**config.mk**
```make
export PLATFORM = sky130hd
export DESIGN_NAME = lsu_core
export DESIGN_NICKNAME = d
export VERILOG_FILES = /design/src/common/lsu_pkg.sv /design/src/hdl/lsu_baud_gen.sv /design/src/hdl/lsu_core.sv
export SDC_FILE = /design/constraint.sdc
export NUM_CORES = 1
export LEC_CHECK = 0
export BUFFER_PORTS_ARGS = -buffer_cell sky130_fd_sc_hd__buf_2
export CORE_MARGIN = 4
export CORE_UTILIZATION = 50
export CTS_CLUSTER_DIAMETER = 60
export DETAILED_ROUTE_END_ITERATION = 6
export PLACE_DENSITY = 0.79
export SLEW_MARGIN = 10
export SYNTH_ARGS = -nofsm -noshare
export SYNTH_HDL_FRONTEND = slang
export SYNTH_SLANG_ARGS = --single-unit
```
**constraint.sdc**
```tcl
create_clock -name i_sys_clk -period 3.6 [get_ports i_sys_clk]
set_clock_uncertainty 0.05 [all_clocks]
set_input_delay 0.18 -clock i_sys_clk [delete_from_list [all_inputs] [get_ports i_sys_clk]]
set_output_delay 0.18 -clock i_sys_clk [all_outputs]
set_load 0.02 [all_outputs]
```
**src/common/lsu_pkg.sv**
```systemverilog
// Purpose: shared constants for the lin serial address-match block
// Assumes: one 50 MHz system clock, synchronous active-high reset
// Notes:   state encodings are one-hot, written out
package lsu_pkg;
	// multiprocessor filter modes
	localparam logic [1:0] MP_OFF      = 2'h0;
	localparam logic [1:0] MP_SW       = 2'h1;
	localparam logic [1:0] MP_HW       = 2'h2;
	localparam logic [1:0] MP_HW_QUIET = 2'h3;
	// control 1 bank that holds the baud-generator control bit
	localparam logic [2:0] BANK_MPCTL  = 3'h0;
	// oversampling: sixteen ticks per bit, sample on these counts
	localparam logic [3:0] OVS_MID     = 4'h7;
	localparam logic [3:0] OVS_LAST    = 4'hF;
	// frame lengths in bits, start and stop included
	localparam logic [3:0] LEN_CHAR    = 4'hA;
	localparam logic [3:0] LEN_CHAR_MP = 4'hB;
	localparam logic [3:0] LEN_BREAK   = 4'hE;
	localparam logic [15:0] BREAK_PAT  = 16'hE000;
	localparam logic [7:0] WAKE_CHAR   = 8'h80;
	// autobaud: synch char spans 8 bits between 1st and 5th fall
	localparam logic [2:0] AB_EDGES    = 3'h5;
	localparam int         AB_SHIFT    = 7;
	localparam int         AB_W        = 24;
	localparam int         DIV_W       = 16;
	localparam logic [15:0] DIV_RST    = 16'h0000;
	// receiver and transmitter states
	typedef enum logic [3:0] {
		RX_IDLE  = 4'b0001,
		RX_START = 4'b0010,
		RX_DATA  = 4'b0100,
		RX_STOP  = 4'b1000
	} lsu_rx_e;
	typedef enum logic [1:0] {
		TX_IDLE = 2'b01,
		TX_RUN  = 2'b10
	} lsu_tx_e;
endpackage : lsu_pkg

```
**src/hdl/lsu_baud_gen.sv**
```systemverilog
// Purpose: baud reload counter, one tick per divisor clocks (16x bit)
// Assumes: divisor is static between changes; zero is invalid
// Notes:   tick doubles as the reload event
`timescale 1ns/10ps
`default_nettype none
module lsu_baud_gen #(
	parameter int DIV_W = lsu_pkg::DIV_W
) (
	// clock and reset
	input  wire logic             i_sys_clk,
	input  wire logic             i_sys_rst,
	// divisor
	input  wire logic [DIV_W-1:0] i_baud_divisor,
	// tick and divisor error
	output logic                  o_tick,
	output logic                  o_div_err
);
	typedef struct packed {
		logic [DIV_W-1:0] cnt;
		logic             tick;
		logic             err;
	} lsu_bg_s;

	lsu_bg_s st_q;
	lsu_bg_s st_d;

	// count down, reload at zero; zero divisor parks the counter
	always_comb
	begin
		st_d      = st_q;
		st_d.tick = 1'b0;
		st_d.err  = (i_baud_divisor == '0);
		if (i_baud_divisor == '0)
			st_d.cnt = '0;
		else if (st_q.cnt == '0 || st_q.cnt >= i_baud_divisor)
		begin
			st_d.cnt  = i_baud_divisor - 1'b1;
			st_d.tick = 1'b1;
		end
		else
			st_d.cnt = st_q.cnt - 1'b1;
	end

	always_ff @(posedge i_sys_clk)
	begin
		if (i_sys_rst)
			st_q <= '0;
		else
			st_q <= st_d;
	end

	assign o_tick    = st_q.tick;
	assign o_div_err = st_q.err;
endmodule : lsu_baud_gen
`default_nettype wire

```
**src/hdl/lsu_core.sv**
```systemverilog
// Purpose: async serial core with address filtering and lin services
// Assumes: i_rxd is asynchronous; control inputs are synchronous
// Notes:   no register bus; configuration and status are plain ports
//
// Overview of operation
// - Mode 10 compares address bytes with compare value, interrupts on match.
// - Mismatched address and its frame data are discarded until match.
// - Matched address interrupts, then each following data byte interrupts.
// - New-frame flag set on first data byte after match, clear later.
// - Mode 11 filters like mode 10 with no address interrupts.
// - Software scheme: after rejected address, silent until next address.
// - Lin mode: break and wake send/detect, slave autobaud measurement.
// - Lin transmit compares echoed rx with tx, sets phys error flag.
// - Checksum and identifier pass through as plain data.
// - Only the master sends headers: break, synch, identifier; the core sends a break on request even with i_lin_slave high.
// - One node sends the response: data then one checksum.
// - Baud ctrl bit in bank 000 with rx off: irq on reload.
// - Transmitter works while baud generator serves as counter.
`timescale 1ns/10ps
`default_nettype none
module lsu_core #(
	parameter int DIV_W = lsu_pkg::DIV_W
) (
	// clock and reset
	input  wire logic             i_sys_clk,
	input  wire logic             i_sys_rst,
	// configuration
	input  wire logic [1:0]       i_multiproc_mode_sel,
	input  wire logic [7:0]       i_addr_cmp,
	input  wire logic             i_addr_reject,
	input  wire logic             i_rx_en,
	input  wire logic             i_tx_en,
	input  wire logic             i_lin_en,
	input  wire logic             i_lin_slave,
	input  wire logic             i_lin_sleep,
	input  wire logic             i_baud_gen_ctrl_sel,
	input  wire logic [2:0]       i_ctrl1_bank_sel,
	input  wire logic [DIV_W-1:0] i_baud_divisor,
	input  wire logic             i_phys_err_clr,
	// transmit request
	input  wire logic             i_tx_valid,
	input  wire logic [7:0]       i_tx_data,
	input  wire logic             i_tx_addr,
	input  wire logic             i_tx_break,
	input  wire logic             i_tx_wake,
	output logic                  o_tx_ready,
	// receive results
	output logic                  o_rx_valid,
	output logic [7:0]            o_rx_data,
	output logic                  o_rx_addr,
	output logic                  o_rx_irq,
	output logic                  o_new_frame_flag,
	// lin status and divisor error
	output logic                  o_phys_layer_err_flag,
	output logic                  o_break_det,
	output logic                  o_wake_det,
	output logic                  o_autobaud_done,
	output logic [DIV_W-1:0]      o_baud_meas,
	output logic                  o_div_err,
	// serial pins
	input  wire logic             i_rxd,
	output logic                  o_txd
);
	typedef struct packed {
		logic                rx1;
		logic                rx2;
		logic                rx3;
		lsu_pkg::lsu_rx_e    rx_st;
		logic [3:0]          rx_ovs;
		logic [3:0]          rx_bit;
		logic [8:0]          rx_sh;
		logic                acc;
		logic                first;
		lsu_pkg::lsu_tx_e    tx_st;
		logic [3:0]          tx_ovs;
		logic [3:0]          tx_cnt;
		logic [15:0]         tx_sh;
		logic                txd;
		logic                tx_rdy;
		logic                phys_err;
		logic                rx_valid;
		logic                rx_irq;
		logic [7:0]          rx_data;
		logic                rx_addr;
		logic                nf;
		logic                brk;
		logic                wake;
		logic                ab_arm;
		logic [2:0]          ab_edges;
		logic [lsu_pkg::AB_W-1:0] ab_cnt;
		logic                ab_ok;
		logic                ab_done;
		logic [DIV_W-1:0]    ab_div;
	} lsu_core_s;

	localparam lsu_core_s RST = '{rx1: 1'b1, rx2: 1'b1, rx3: 1'b1,
		rx_st: lsu_pkg::RX_IDLE, tx_st: lsu_pkg::TX_IDLE,
		tx_sh: 16'hFFFF, txd: 1'b1, tx_rdy: 1'b1, default: '0};

	lsu_core_s        st_q;
	lsu_core_s        st_d;
	logic             tick;
	logic             div_err;
	logic [DIV_W-1:0] eff_div;
	logic             mp_on;
	logic             ch_done;
	logic             ch_abit;
	logic [7:0]       ch_data;
	logic             ch_match;
	logic             baud_irq_en;
	logic             rx_fall;
	logic             tx_take;
	logic             phys_err_hit;

	// measured divisor overrides the software one once autobaud lands
	assign eff_div    = st_q.ab_ok ? st_q.ab_div : i_baud_divisor;
	assign mp_on      = (i_multiproc_mode_sel != lsu_pkg::MP_OFF);
	// character complete at the stop bit centre
	assign ch_done    = tick && st_q.rx_st == lsu_pkg::RX_STOP
		&& st_q.rx_ovs == lsu_pkg::OVS_LAST;
	assign ch_abit    = mp_on && st_q.rx_sh[8];
	assign ch_data    = mp_on ? st_q.rx_sh[7:0] : st_q.rx_sh[8:1];
	assign ch_match   = (ch_data == i_addr_cmp);
	assign baud_irq_en = i_baud_gen_ctrl_sel && !i_rx_en
		&& i_ctrl1_bank_sel == lsu_pkg::BANK_MPCTL;
	assign rx_fall    = st_q.rx3 && !st_q.rx2;
	assign tx_take    = st_q.tx_rdy && i_tx_valid && i_tx_en;
	assign phys_err_hit = i_lin_en && tick
		&& st_q.tx_st == lsu_pkg::TX_RUN
		&& st_q.tx_ovs == lsu_pkg::OVS_MID && st_q.rx2 != st_q.txd;

	lsu_baud_gen #(
		.DIV_W(DIV_W)
	) u_baud (
		.i_sys_clk      (i_sys_clk),
		.i_sys_rst      (i_sys_rst),
		.i_baud_divisor (eff_div),
		.o_tick         (tick),
		.o_div_err      (div_err)
	);

	// next-state logic for receiver, filter, transmitter and lin extras
	always_comb
	begin
		st_d          = st_q;
		st_d.rx1      = i_rxd;
		st_d.rx2      = st_q.rx1;
		st_d.rx3      = st_q.rx2;
		st_d.rx_valid = 1'b0;
		st_d.rx_irq   = 1'b0;
		st_d.brk      = 1'b0;
		st_d.wake     = 1'b0;
		st_d.ab_done  = 1'b0;
		// receiver bit engine, centre sampling on the 16x tick
		if (!i_rx_en)
			st_d.rx_st = lsu_pkg::RX_IDLE;
		else if (tick)
		begin
			st_d.rx_ovs = st_q.rx_ovs + 4'h1;
			case (st_q.rx_st)
				lsu_pkg::RX_IDLE:
				begin
					st_d.rx_ovs = 4'h0;
					if (!st_q.rx2)
						st_d.rx_st = lsu_pkg::RX_START;
				end
				lsu_pkg::RX_START:
					if (st_q.rx_ovs == lsu_pkg::OVS_MID)
					begin
						// a glitch shorter than half a bit is rejected
						st_d.rx_st  = st_q.rx2 ? lsu_pkg::RX_IDLE
							: lsu_pkg::RX_DATA;
						st_d.rx_ovs = 4'h0;
						st_d.rx_bit = 4'h0;
					end
				lsu_pkg::RX_DATA:
					if (st_q.rx_ovs == lsu_pkg::OVS_LAST)
					begin
						st_d.rx_sh  = {st_q.rx2, st_q.rx_sh[8:1]};
						st_d.rx_bit = st_q.rx_bit + 4'h1;
						if (st_q.rx_bit == (mp_on ? 4'h8 : 4'h7))
							st_d.rx_st = lsu_pkg::RX_STOP;
					end
				lsu_pkg::RX_STOP:
					if (st_q.rx_ovs == lsu_pkg::OVS_LAST)
						st_d.rx_st = lsu_pkg::RX_IDLE;
				default:
					st_d.rx_st = lsu_pkg::RX_IDLE;
			endcase
		end
		// software scheme: reject drops the frame until next address
		if (i_addr_reject && i_multiproc_mode_sel == lsu_pkg::MP_SW)
			st_d.acc = 1'b0;
		// character delivery; id and checksum are just data here
		if (ch_done && i_lin_en && ch_data == 8'h00 && !st_q.rx2)
		begin
			st_d.brk    = 1'b1;
			st_d.ab_arm = i_lin_slave;
		end
		else if (ch_done && ch_abit)
		begin
			st_d.first = 1'b1;
			if (i_multiproc_mode_sel == lsu_pkg::MP_SW)
			begin
				st_d.acc      = 1'b1;
				st_d.rx_valid = 1'b1;
				st_d.rx_irq   = 1'b1;
			end
			else
			begin
				st_d.acc      = ch_match;
				st_d.rx_valid = ch_match
					&& i_multiproc_mode_sel == lsu_pkg::MP_HW;
				st_d.rx_irq   = st_d.rx_valid;
			end
			st_d.rx_data = ch_data;
			st_d.rx_addr = 1'b1;
			st_d.nf      = 1'b0;
		end
		else if (ch_done && (!mp_on || st_q.acc))
		begin
			st_d.rx_valid = 1'b1;
			st_d.rx_irq   = 1'b1;
			st_d.rx_data  = ch_data;
			st_d.rx_addr  = 1'b0;
			st_d.nf       = mp_on && st_q.first;
			st_d.first    = 1'b0;
		end
		// receiver off: reload ticks become receive interrupts
		if (baud_irq_en && tick)
			st_d.rx_irq = 1'b1;
		// wake-up: any dominant edge while the bus sleeps
		if (i_lin_en && i_lin_sleep && rx_fall)
			st_d.wake = 1'b1;
		// slave autobaud over the synch character after a break
		if (!i_lin_en)
		begin
			st_d.ab_ok  = 1'b0;
			st_d.ab_arm = 1'b0;
		end
		else if (st_q.ab_arm)
		begin
			if (st_q.ab_edges != 3'h0)
				st_d.ab_cnt = st_q.ab_cnt + 1'b1;
			if (rx_fall)
			begin
				st_d.ab_edges = st_q.ab_edges + 3'h1;
				// the edge cycle counts too, so the span is exact
				if (st_q.ab_edges == 3'h0)
					st_d.ab_cnt = {{(lsu_pkg::AB_W-1){1'b0}}, 1'b1};
				if (st_q.ab_edges == lsu_pkg::AB_EDGES - 3'h1)
				begin
					st_d.ab_div   = DIV_W'(st_q.ab_cnt
						>> lsu_pkg::AB_SHIFT);
					st_d.ab_ok    = 1'b1;
					st_d.ab_done  = 1'b1;
					st_d.ab_arm   = 1'b0;
					st_d.ab_edges = 3'h0;
				end
			end
		end
		// transmitter, independent of the receiver enable
		if (tx_take)
		begin
			st_d.tx_st  = lsu_pkg::TX_RUN;
			st_d.tx_rdy = 1'b0;
			st_d.tx_ovs = 4'h0;
			if (i_tx_break)
			begin
				st_d.tx_sh  = lsu_pkg::BREAK_PAT;
				st_d.tx_cnt = lsu_pkg::LEN_BREAK;
			end
			else
			begin
				st_d.tx_sh  = {5'h1F, 1'b1, !mp_on || i_tx_addr,
					i_tx_wake ? lsu_pkg::WAKE_CHAR : i_tx_data, 1'b0};
				st_d.tx_cnt = mp_on ? lsu_pkg::LEN_CHAR_MP
					: lsu_pkg::LEN_CHAR;
			end
			st_d.txd = 1'b0;
		end
		else if (st_q.tx_st == lsu_pkg::TX_RUN && tick)
		begin
			st_d.tx_ovs = st_q.tx_ovs + 4'h1;
			if (st_q.tx_ovs == lsu_pkg::OVS_LAST)
			begin
				st_d.tx_sh  = {1'b1, st_q.tx_sh[15:1]};
				st_d.txd    = st_q.tx_sh[1];
				st_d.tx_cnt = st_q.tx_cnt - 4'h1;
				if (st_q.tx_cnt == 4'h1)
				begin
					st_d.tx_st  = lsu_pkg::TX_IDLE;
					st_d.tx_rdy = 1'b1;
					st_d.txd    = 1'b1;
				end
			end
		end
		// physical-layer error is sticky; a new mismatch beats the clear
		if (phys_err_hit)
			st_d.phys_err = 1'b1;
		else if (i_phys_err_clr)
			st_d.phys_err = 1'b0;
	end

	always_ff @(posedge i_sys_clk)
	begin
		if (i_sys_rst)
			st_q <= RST;
		else
			st_q <= st_d;
	end

	assign o_tx_ready            = st_q.tx_rdy;
	assign o_rx_valid            = st_q.rx_valid;
	assign o_rx_data             = st_q.rx_data;
	assign o_rx_addr             = st_q.rx_addr;
	assign o_rx_irq              = st_q.rx_irq;
	assign o_new_frame_flag      = st_q.nf;
	assign o_phys_layer_err_flag = st_q.phys_err;
	assign o_break_det           = st_q.brk;
	assign o_wake_det            = st_q.wake;
	assign o_autobaud_done       = st_q.ab_done;
	assign o_baud_meas           = st_q.ab_div;
	assign o_div_err             = div_err;
	assign o_txd                 = st_q.txd;
endmodule : lsu_core
`default_nettype wire
```
=== Word-level counts from Yosys, hierarchy flattened ===
Index checks and enable logic that the tools add are counted.

* Bits in registers: 133
* Input bits: 52
* Output and inout port bits: 35
* Logic and storage cells: 173

* Add/subtract/negate cells: 8
* Magnitude comparators: 1
* Eq/ne operators: 21
* Multiplexer cells: 46
* Bitwise logic cells: 5
* Reduce and logical (&&, ||, !) cells: 60

{| class="wikitable"
|+ Operators with widths
! kind !! count
|-
| 2-to-1 mux 46 bit || 2
|-
| 2-to-1 mux 28 bit || 2
|-
| 2-to-1 mux 24 bit || 2
|-
| 2-to-1 mux 12 bit || 3
|-
| logical NOT 16 bit || 2
|-
| 2-to-1 mux 16 bit || 2
|-
| subtractor 16 x 1 -> 16 bit (second input constant) || 2
|-
| adder 24 x 1 -> 24 bit (second input constant) || 1
|-
| logical AND 1 bit || 24
|-
| 2-to-1 mux 4 bit || 6
|-
| 2-to-1 mux 22 bit || 1
|-
| 2-to-1 mux 19 bit || 1
|-
| 2-to-1 mux 18 bit || 1
|-
| >= comparator 16 bit || 1
|-
| 2-to-1 mux 8 bit || 2
|-
| case mux 4 bit (2 select lines) || 2
|-
| case mux 4 bit (4 select lines) || 1
|-
| nonzero test 2 bit || 7
|-
| 2-to-1 mux 1 bit || 13
|-
| 2-to-1 mux 13 bit || 1
|-
| adder 4 x 1 -> 4 bit (second input constant) || 3
|-
| == test 4 x 3 -> 1 bit (second input constant) || 3
|-
| == test 4 bit (second input constant) || 3
|-
| 2-to-1 mux 11 bit || 1
|-
| other kinds (27) || 55
|}

=== Longest topological paths before layout ===
Gate-level depths: netlist of the first run.

* Depth after elaboration: 10
* Depth in mapped cells: 17
* Depth with buffers taken out: 14

=== By module ===
A second synthesis of the first run with hierarchy kept.

* Cell total of the unflattened synthesis: 834
* Area total of the unflattened synthesis: 7,262.0 um^2

{| class="wikitable"
|+ Modules (own cells, without submodules)
! module !! instances !! cells an instance !! area an instance (um^2) !! sequential area each (um^2)
|-
| lsu_core || 1 || 645 || 5,599.1 || 2,242.2
|-
| lsu_baud_gen || 1 || 189 || 1,662.8 || 360.3
|}

=== Least setup slack after synthesis of the first run ===
OpenSTA, ideal clock, no wires.

* Kind: register to register
* Start: register st_q[17] (netlist bit)
* End: register u_baud.st_q[14] (netlist bit)
* Setup time: 0.086 ns
* Arrival: 3.763 ns
* Required time: 3.464 ns
* Path slack: -0.299 ns
* Cell stages (with the launch flop): 17
* Path buffers: 2
* Period minus slack after synthesis: 3.899 ns
* Cells stage by stage: dfxtp_1 buf_2 buf_2 mux2_2 ha_1 nand2b_1 a2111o_1 a31oi_1 o211ai_1 nor2_2 mux2i_1 ha_1 nand3b_1 nor3b_1 xnor2_1 nor2_1 a211oi_1

* Longest elaborated chain between the ends: 4
* Elaborated cells on any way between the ends: 7
* Classes of those cells: 1 x add/sub; 1 x order compare; 2 x mux; 3 x reduce/logical

{| class="wikitable"
|+ Ends and longest elaborated chain
! item !! RTL line !! text
|-
| from (decl) || lsu_core.sv:100 || <nowiki>lsu_core_s st_q;</nowiki>
|-
| from (signal assigned) || lsu_core.sv:310 || <nowiki>st_q <= st_d;</nowiki>
|-
| 2-to-1 mux 16 bit * || lsu_core.sv:116 || <nowiki>assign eff_div = st_q.ab_ok ? st_q.ab_div : i_baud_divisor;</nowiki>
|-
| >= comparator 16 bit || lsu_baud_gen.sv:35 || <nowiki>else if (st_q.cnt == '0 || st_q.cnt >= i_baud_divisor)</nowiki>
|-
| logical OR 1 bit || lsu_baud_gen.sv:35 ||
|-
| 2-to-1 mux 16 bit || lsu_baud_gen.sv:35 ||
|-
| to (signal assigned) || lsu_baud_gen.sv:49 || <nowiki>st_q <= st_d;</nowiki>
|-
| to (decl) || lsu_baud_gen.sv:24 || <nowiki>lsu_bg_s st_q;</nowiki>
|}

Every way passes the cells marked *; elsewhere a longest branch is shown, timed or not.
A chain may end at the register's enable or synchronous reset.

=== Final worst setup path of the first run ===
* Start: register st_q[17] (netlist bit)
* End: register u_baud.st_q[16] (netlist bit)

Same word-level chain as after synthesis.

==> impl_metrics.json, run 1 <==
{
  "via_per_inst": 5.73,
  "portBuffers": 86,
  "r2r-start": "st_q[17]$_SDFFE_PP0P_",
  "syn_nets": 913,
  "synth_warnings": 0,
  "outcome": "completed",
  "wl_met2_mm": 8.01,
  "r2r_slack_ns": 0.15,
  "worst_r2r_path_depth": 14,
  "place_congestion": 0.909,
  "final_cells": 1086,
  "drtIter0Drc": 382,
  "cts_sinks": 130,
  "cpPeakStageDelay_ns": 0.43,
  "whs_path_depth": 3,
  "gr-usage-all-layers_pct": 21.0,
  "post-route-util_pct": 60.7,
  "clkLatencyLatePin_ns": 0.43,
  "die_h_microns": 126,
  "num_vias": 6223,
  "die-width_microns": 126,
  "slew_headroom_pct": 26.5,
  "synth_ff_type": "dfxtp_1",
  "fillers": 1227,
  "cts_buffers": 17,
  "cap_violations": 0,
  "design_area_sq_mm": 0.00816,
  "wl_per_cell_microns": 15.7,
  "worst_ep_required_time_ns": 3.88,
  "rows": 42,
  "ir_drop_v": 0.000420,
  "ff_latch_area_sq_mm": 0.00260,
  "ys_types": 64,
  "syn_area_per_cell_sq_um": 8.38,
  "cp.depth": 14,
  "worstPathArrival_ns": 3.73,
  "drtPass1Iterations": 4,
  "cts_tree": "yes",
  "finalCriticalPeriod_ns": 3.45,
  "wirelength_mm": 17.0,
  "syn_inst": 835,
  "wl_met1_mm": 7.82,
  "cts_root_buffer": "clkbuf_16",
  "slew_violations": 0,
  "ys_top_cells_by_count": "dfxtp_1, nor2_1, nand2_1, a21oi_1, mux2i_1",
  "grt_pass1_wl_mm": 27.6,
  "finalPower_mw": 4.36,
  "grt-ovfl-total": 0,
  "grt_pass1_vias": 5790,
  "min_delay_worst_endpoint": "st_q[65]$_SDFFE_PP1P_",
  "worst_pin_slew_ns": 1.10,
  "synth.top_cell.area_share_pct": 37.2,
  "yosysSeqAreaShare_pct": 37.2,
  "period_share_pct": 95.8,
  "min_from": "i_tx_data[1]",
  "core_area_sq_mm": 0.0135,
  "clock.fmax_ghz": 0.290,
  "htreeDepth": 4,
  "multiInputGateArea_sq_mm": 0.00402,
  "synthTopCellsByArea": "dfxtp_1, nor2_1, mux2i_1, ha_1, nand2_1",
  "synth_top_cell_by_area": "dfxtp_1",
  "drive_gt1_share_pct": 18.1,
  "fin_nets": 975,
  "grt_max_degree": 86,
  "cp-start-kind": "flip-flop",
  "cts.clk_slew.worst_paths_ns": 0.06,
  "synth.most_common_cell": "dfxtp_1",
  "place_area_sq_mm": 0.00741,
  "clockBufferDepth": 2,
  "setup_violations": 0,
  "dr_wl_met3_microns": 812,
  "hold_class": "in -> reg",
  "cp_top_family": "compound AO/OA/AOI/OAI gates",
  "start_util_pct": 52.0,
  "r2r_end": "u_baud.st_q[16]$_SDFF_PP0_",
  "pre_cts_ws_ns": 0.131,
  "area_delta_synth_final_pct": 16.6,
  "critPathKind": "reg -> reg",
  "diodes": 0,
  "p_leak_nw": 3.16,
  "synth_edf_count": 0,
  "dp_hpwl_mm": 12.0,
  "end_kind": "flip-flop",
  "setup_slack_ns": 0.152,
  "synth.cell_area_sq_mm": 0.00700,
  "dpl.cell_count": 1042,
  "powerDensity_mw_per_mm2": 535,
  "die-area_sq_mm": 0.0160,
  "top_layer_used": "met4",
  "crit_top_cell": "nor2_1",
  "worstPathMaxFanout": 4,
  "fin_hold_ws_ns": 0.00938,
  "ant_nets": 0,
  "async_flop_share_pct": 0,
  "ys_ff_latch": 130,
  "slowest_stage": "a2111o_1",
  "fin_tns_setup_ns": 0,
  "drc": 0,
  "path_cells": "mux2_4, ha_1, nand2b_1, a2111o_1, a31oi_1, o211ai_1, nor2_2, mux2i_1, ha_2, nand3b_1, nor2_1, xnor2_1, nor2_1, a211oi_1",
  "grt_antenna_before_repair": 0,
  "ios": 87,
  "critical_path_buf_inv_count": 0,
  "hold_violations": 0
}
[flip-flops by register name, indices dropped and copies added (netlist names), 2 cells and up]
register and flops:
st_d 2, u_baud.st_q 16, o_rx_data 8, st_q 77, o_baud_meas 16
[cell type report]
type	count	area share, %
clock buffer	24	6.15
clock inverter	8	1.52
inverter	11	0.506
multi-input combinational	626	49.3
sequential	130	31.9
tap	176	2.70
timing repair buffer	111	7.97
[layer usage]
| metal | track usage, % | up-vias |
|---|---|---|
| li1 | - | 3120 |
| met1 | 26.7 | 2922 |
| met2 | 34.7 | 152 |
| met3 | 4.79 | 29 |
| met4 | 8.14 | 0 |
| met5 | 0 | - |
[worst reg2reg max path: stages, from the launching register on]
cell,delay [ns]
dfxtp_2,0.36
mux2_4,0.31
ha_1,0.27
nand2b_1,0.14
a2111o_1,0.43
a31oi_1,0.14
o211ai_1,0.16
nor2_2,0.17
mux2i_1,0.28
ha_2,0.25
nand3b_1,0.18
nor2_1,0.20
xnor2_1,0.15
nor2_1,0.06
a211oi_1,0.21
[worst max-delay path by stage]
stage,startpoint,endpoint,slack [ns]
after floorplan,st_q[17]$_SDFFE_PP0P_,u_baud.st_q[14]$_SDFF_PP0_,0.007
after global placement,st_q[17]$_SDFFE_PP0P_,u_baud.st_q[14]$_SDFF_PP0_,0.20
after detailed placement,st_q[17]$_SDFFE_PP0P_,u_baud.st_q[14]$_SDFF_PP0_,0.13
after CTS,st_q[17]$_SDFFE_PP0P_,u_baud.st_q[14]$_SDFF_PP0_,0.08
after global routing,st_q[17]$_SDFFE_PP0P_,u_baud.st_q[16]$_SDFF_PP0_,-0.06
final,st_q[17]$_SDFFE_PP0P_,u_baud.st_q[16]$_SDFF_PP0_,0.15
[cell families after synthesis]
family	synth area share [%]
AND/OR/NAND/NOR	25.1
adder cells (fa/ha/maj)	4.65
XOR/XNOR	4.88
AO/OA/AOI/OAI	16.9
buffers and inverters	5.88
flip-flops	37.2
multiplexers	5.47
[power by group]
group / leakage [nW] / switching (mW) / internal (mW)
registers: 1.06 / 0.108 / 1.53
clock network: 0.302 / 0.630 / 1.18
logic: 1.81 / 0.493 / 0.427
total: 3.16 / 1.23 / 3.13
[placed cells by master (no fill, tap or decap), types with 14 or more instances in the layout]
cell	count
dfxtp_1	129
nor2_1	107
buf_2	86
nand2_1	69
a21oi_1	48
mux2i_1	34
nand3_1	32
nor3_1	30
o21ai_0	29
xnor2_1	27
ha_1	25
clkbuf_16	17
nand4_1	16
nand2b_1	16
a22o_1	16
buf_4	16
a311oi_1	14
[repair_timing]
action	in CTS	in global routing
endpoints found under the hold margin	8	0
buffers inserted	0	4
hold buffers	8	0
gates resized for setup	0	4
setup endpoints to repair	0	3
Note: power is estimated with default switching activity, not from simulation.
==> run 2, diff against run 1 <==
--- a/config.mk
+++ b/config.mk
@@ -6,9 +6,8 @@
 export NUM_CORES = 1
 export LEC_CHECK = 0
 export BUFFER_PORTS_ARGS = -buffer_cell sky130_fd_sc_hd__buf_2
-export CORE_MARGIN = 4
 export CORE_UTILIZATION = 50
-export CTS_CLUSTER_DIAMETER = 60
+export CTS_CLUSTER_DIAMETER = 40
 export DETAILED_ROUTE_END_ITERATION = 6
 export PLACE_DENSITY = 0.79
 export SLEW_MARGIN = 10
==> run 2 against run 1 <==
Utilization increased by 0.52 points. Final cell count increased by 0.74%. Setup slack improved by 0.013 ns. Largest power group unchanged.
==> impl_metrics.json, run 2 (synthesis results as in run 1) <==
{
  "outcome": "completed",
  "die-width_microns": 120,
  "r2r_slack_ns": 0.17,
  "gr-usage-all-layers_pct": 24.3,
  "met3_usage_pct": 6.70,
  "place_congestion": 0.947,
  "wirelength_mm": 17.1,
  "grt_max_degree": 86,
  "slew_headroom_pct": 25.1,
  "htreeDepth": 4,
  "worstPathArrival_ns": 3.72,
  "fin_nets": 983,
  "finalPower_mw": 4.35,
  "end_kind": "flip-flop",
  "drive_gt1_share_pct": 18.8,
  "critPathKind": "reg -> reg",
  "area_delta_synth_final_pct": 17.6,
  "drtIter0Drc": 468,
  "clkLatencyLatePin_ns": 0.43,
  "finalCriticalPeriod_ns": 3.43,
  "via_per_inst": 5.80,
  "post-route-util_pct": 61.2,
  "critical_path_buf_inv_count": 2,
  "ios": 87,
  "start_util_pct": 52.0,
  "die_h_microns": 120,
  "grt_pass1_vias": 5865,
  "cp_top_family": "simple AND/OR/NAND/NOR gates",
  "period_share_pct": 95.4,
  "diodes": 0,
  "place_area_sq_mm": 0.00742,
  "powerDensity_mw_per_mm2": 528,
  "ir_drop_v": 0.000318,
  "cp-start-kind": "flip-flop",
  "path_cells": "buf_12, mux2i_1, ha_1, nand4_1, nor4_1, a31oi_1, o211ai_1, buf_4, o21ai_0, o31ai_1, ha_2, nand3b_1, nor3b_2, xnor2_1, nor2_1, a211oi_1",
  "largest_register_ffs": 77,
  "p_leak_nw": 3.20,
  "cpPeakStageDelay_ns": 0.36,
  "setup_violations": 0,
  "cts_root_buffer": "clkbuf_16",
  "worst_ep_required_time_ns": 3.88,
  "hold_violations": 0,
  "grt_pass1_wl_mm": 28.1,
  "cap_violations": 0,
  "cts_tree": "yes",
  "portBuffers": 86,
  "dp_hpwl_mm": 11.7,
  "drc": 0,
  "grt_use_met1_pct": 30.8,
  "slew_violations": 0,
  "cts.clk_slew.worst_paths_ns": 0.06,
  "drtPass1Iterations": 5,
  "cts_buffers": 17,
  "die-area_sq_mm": 0.0145,
  "num_vias": 6350,
  "worstPathMaxFanout": 16,
  "layout_commonest_cell": "dfxtp_1",
  "core_area_sq_mm": 0.0135,
  "ant_nets": 0,
  "slowest_stage": "dfxtp_4",
  "worst_pin_slew_ns": 1.11,
  "cts_sinks": 130,
  "regMostFlops": "st_q",
  "clock.fmax_ghz": 0.291,
  "fin_tns_setup_ns": 0,
  "grt.busiest_layer": "met2",
  "design_area_sq_mm": 0.00823,
  "clockBufferDepth": 2,
  "grt_use_met2_pct": 39.6,
  "grt_antenna_before_repair": 0,
  "wl_per_cell_microns": 15.7,
  "hold_class": "in -> reg",
  "final_cell_mix": "dfxtp_1, nor2_1, buf_2, nand2_1, a21oi_1",
  "rows": 42,
  "grt-ovfl-total": 0
}
==> run 2: worst register-to-register path: cells and delay by family (launching register included) <==
kind / cells / cell delay [ns]
AND/OR/NAND/NOR: 5 / 0.94
AO/OA/AOI/OAI: 5 / 0.66
adder cells (fa/ha/maj): 2 / 0.49
flip-flops: 1 / 0.36
buffers and inverters: 2 / 0.36
multiplexers: 1 / 0.33
XOR/XNOR: 1 / 0.15
==> run 2: worst paths after layout <==
check                             start                          to  cells past startpoint
setup / recovery  st_q[17]$_SDFFE_PP0P_  u_baud.st_q[14]$_SDFF_PP0_                     16
hold reg to reg    st_d[113]$_SDFF_PP1_        st_d[112]$_SDFF_PP1_                      1
hold / removal      i_ctrl1_bank_sel[1]         o_rx_irq$_SDFF_PP0_                      4
setup reg to reg  st_q[17]$_SDFFE_PP0P_  u_baud.st_q[14]$_SDFF_PP0_                     16
==> run 2: report_power, final <==
part,switching [mW],total (mW),internal [mW]
Combinational,0.509,0.968,0.459
Clock,0.619,1.75,1.13
Sequential,0.107,1.63,1.53
==> run 2: timing repair <==
item | CTS | global route
setup endpoints to repair | 0 | 4
endpoints found under the hold margin | 9 | 0
hold buffers | 9 | 0
setup buffers | 0 | 9
resized for setup | 0 | 6
==> run 2: area by class of cell <==
| type | instances | area [sq um] |
|---|---|---|
| clock buffer | 25 | 515 |
| clock inverter | 7 | 93.8 |
| fill | 1190 | 5220 |
| inverter | 11 | 41.3 |
| multi-input combinational | 626 | 4020 |
| sequential | 130 | 2610 |
| tap | 176 | 220 |
| timing repair buffer | 119 | 731 |
==> run 2: layer usage <==
| layer | wire length [microns] | vias to the layer above | share of wire, % |
|---|---|---|---|
| met5 | 0 | - | 0 |
| met4 | 334 | 0 | 2.0 |
| met3 | 1020 | 29 | 6.0 |
| met2 | 8060 | 207 | 47 |
| met1 | 7710 | 2974 | 45 |
| li1 | - | 3140 | - |
==> run 2: metrics by stage <==
step,instances,hold slack (ns),worst slack (ns)
after floorplan,835,0.234,0.00675
after global placement,1043,0.312,0.154
after detailed placement,1043,0.323,0.0716
after CTS,1084,0.00951,0.0402
after global routing,1094,0.0336,-0.0350
final,1094,0.0166,0.166
==> run 3, diff against run 2 <==
--- a/config.mk
+++ b/config.mk
@@ -5,7 +5,8 @@
 export SDC_FILE = /design/constraint.sdc
 export NUM_CORES = 1
 export LEC_CHECK = 0
-export BUFFER_PORTS_ARGS = -buffer_cell sky130_fd_sc_hd__buf_2
+export BUFFER_PORTS_ARGS = -buffer_cell sky130_fd_sc_hd__buf_4
+export CORE_MARGIN = 2
 export CORE_UTILIZATION = 50
 export CTS_CLUSTER_DIAMETER = 40
 export DETAILED_ROUTE_END_ITERATION = 6
==> run 3 against run 2 <==
Final cell count down 0.64%. Via count down 1.8%. Sequential share of layout area down 0.48 points. Design area up 1.4%. Hold slack worse by 0.0057 ns. Critical path type unchanged.
==> impl_metrics.json, run 3 (synthesis results as in run 1) <==
{
  "outcome": "completed",
  "cp-start-kind": "flip-flop",
  "num_vias": 6236,
  "r2r-start": "st_q[17]$_SDFFE_PP0P_",
  "layout_commonest_cell": "dfxtp_1",
  "drive_gt1_share_pct": 18.5,
  "cpPeakStageDelay_ns": 0.36,
  "p_switching_mw": 1.19,
  "worstPathMaxFanout": 32,
  "min_from": "i_tx_data[1]",
  "worstPathArrival_ns": 3.65,
  "regMostFlops": "st_q",
  "fin_hold_ws_ns": 0.0108,
  "switching_share_pct": 28.0,
  "seqPwrFrac_pct": 38.3,
  "ff_latch_area_sq_mm": 0.00260,
  "p_comb_share_pct": 21.8,
  "hold_violations": 0,
  "fillers": 1212,
  "pre_cts_ws_ns": 0.0978,
  "grt_pass1_vias": 5855,
  "period_share_pct": 93.5,
  "htreeDepth": 4,
  "worst_ep_required_time_ns": 3.89,
  "drc": 0,
  "worst_pin_slew_ns": 1.04,
  "grt_antenna_before_repair": 0,
  "cap_violations": 0,
  "pwr-share-clk_pct": 39.9,
  "end_kind": "flip-flop",
  "gr-usage-all-layers_pct": 23.5,
  "ir_drop_v": 0.000328,
  "cts_root_buffer": "clkbuf_16",
  "fin_nets": 976,
  "critPathKind": "reg -> reg",
  "die-width_microns": 122,
  "slew_headroom_pct": 30.2,
  "ios": 87,
  "cp-startpoint": "st_q[17]$_SDFFE_PP0P_",
  "post-route-util_pct": 60.6,
  "fin_tns_setup_ns": 0,
  "area_delta_synth_final_pct": 19.3,
  "clock.fmax_ghz": 0.297,
  "cts.clk_slew.worst_paths_ns": 0.05,
  "clkLatencyLatePin_ns": 0.42,
  "hold_class": "in -> reg",
  "grt-ovfl-total": 0,
  "powerDensity_mw_per_mm2": 510,
  "p_leak_nw": 3.21,
  "clockBufferDepth": 2,
  "slowest_stage": "dfxtp_2",
  "finalCriticalPeriod_ns": 3.36,
  "drtIter0Drc": 542,
  "dp_hpwl_mm": 12.0,
  "path_cells": "buf_12, mux2i_2, ha_1, a21oi_1, o21ai_0, a21oi_1, o211ai_1, nor2_2, mux2i_1, ha_2, nand3_1, nor3_2, xor2_1, mux2i_1, nor2_1",
  "rows": 43,
  "via_per_inst": 5.74,
  "p_int_mw": 3.07,
  "core_area_sq_mm": 0.0138,
  "drtPass1Iterations": 5,
  "start_util_pct": 50.8,
  "cts_sinks": 130,
  "slew_violations": 0,
  "cts_buffers": 17,
  "diodes": 0,
  "place_congestion": 0.905,
  "portBuffers": 86,
  "die_h_microns": 122,
  "grt_pass1_wl_mm": 28.0,
  "setup_violations": 0,
  "cts_tree": "yes",
  "wirelength_mm": 17.2,
  "die-area_sq_mm": 0.0150,
  "wl_per_cell_microns": 15.9,
  "setup_slack_ns": 0.235,
  "grt_max_degree": 66,
  "largest_register_ffs": 77,
  "multiInputGateArea_sq_mm": 0.00404,
  "ant_nets": 0,
  "final_cell_mix": "dfxtp_1, nor2_1, buf_4, nand2_1, a21oi_1"
}
-- run 3: cell types whose count changed in the layout (fill, tap and decap cells not counted), sizes merged --
cell         before  now
buf             109  106
bufinv            2    3
clkbuf           26   22
clkinvlp          2    1
dlygate4sd3       9    6
inv              12   11
-- run 3: worst paths after layout --
check / to / slack, ns / cells past startpoint
setup / recovery: u_baud.st_q[12]$_SDFF_PP0_ / 0.24 / 15
hold / removal: st_q[65]$_SDFFE_PP1P_ / 0.01 / 3
hold reg to reg: st_d[112]$_SDFF_PP1_ / 0.36 / 1
setup reg to reg: u_baud.st_q[12]$_SDFF_PP0_ / 0.24 / 15
-- run 3: final cells by class --
class                           instances  share of cell area, %
Multi-Input combinational cell        626                   48.4
Sequential cell                       130                   31.2
Timing Repair Buffer                  112                   10.4
Clock buffer                           22                   5.56
Tap cell                              180                   2.70
Clock inverter                          6                   1.29
Inverter                               11                  0.494
-- run 3: through the flow --
stage	area [sq um]	total power [mW]	cells
2_1_floorplan	7030	2.31	835
3_3_place_gp	7660	2.51	1050
3_5_place_dp	7660	2.53	1050
4_1_cts	8290	4.24	1084
5_1_grt	8350	4.45	1087
6_report	8350	4.26	1087
-- run 3: metal layers --
metal  wire length [microns]  GRT usage, %  share of wire (%)
met3                     930          5.53                5.4
met4                     228          7.11                1.3
met5                       0             0                  0
met2                    8410          39.6                 49
met1                    7670          29.8                 44
-- run 3: repair_timing --
item	CTS	global route
setup endpoints to repair	0	4
setup buffers	0	3
hold buffers	6	0
gates resized for setup	0	9
hold endpoints to repair	6	0
-- run 3: worst max-delay path, delay by kind of cell, from the launching register on --
family | cells | cell delay [ns]
AOI/OAI and AO/OA | 4 | 0.64
adders and majority gates | 2 | 0.53
xor gates and xnor gates | 1 | 0.19
buffers and inverters | 1 | 0.22
DFF | 1 | 0.36
muxes | 3 | 0.65
and+or+nand+nor | 4 | 0.65
-- run 3: power by group through the flow --
stage / logic (mW) / clock network [mW] / registers, mW
2_1_floorplan: 0.685 / 0 / 1.63
3_3_place_gp: 0.856 / 0 / 1.66
3_5_place_dp: 0.872 / 0 / 1.66
4_1_cts: 0.888 / 1.72 / 1.63
5_1_grt: 1.02 / 1.78 / 1.64
6_report: 0.930 / 1.70 / 1.63
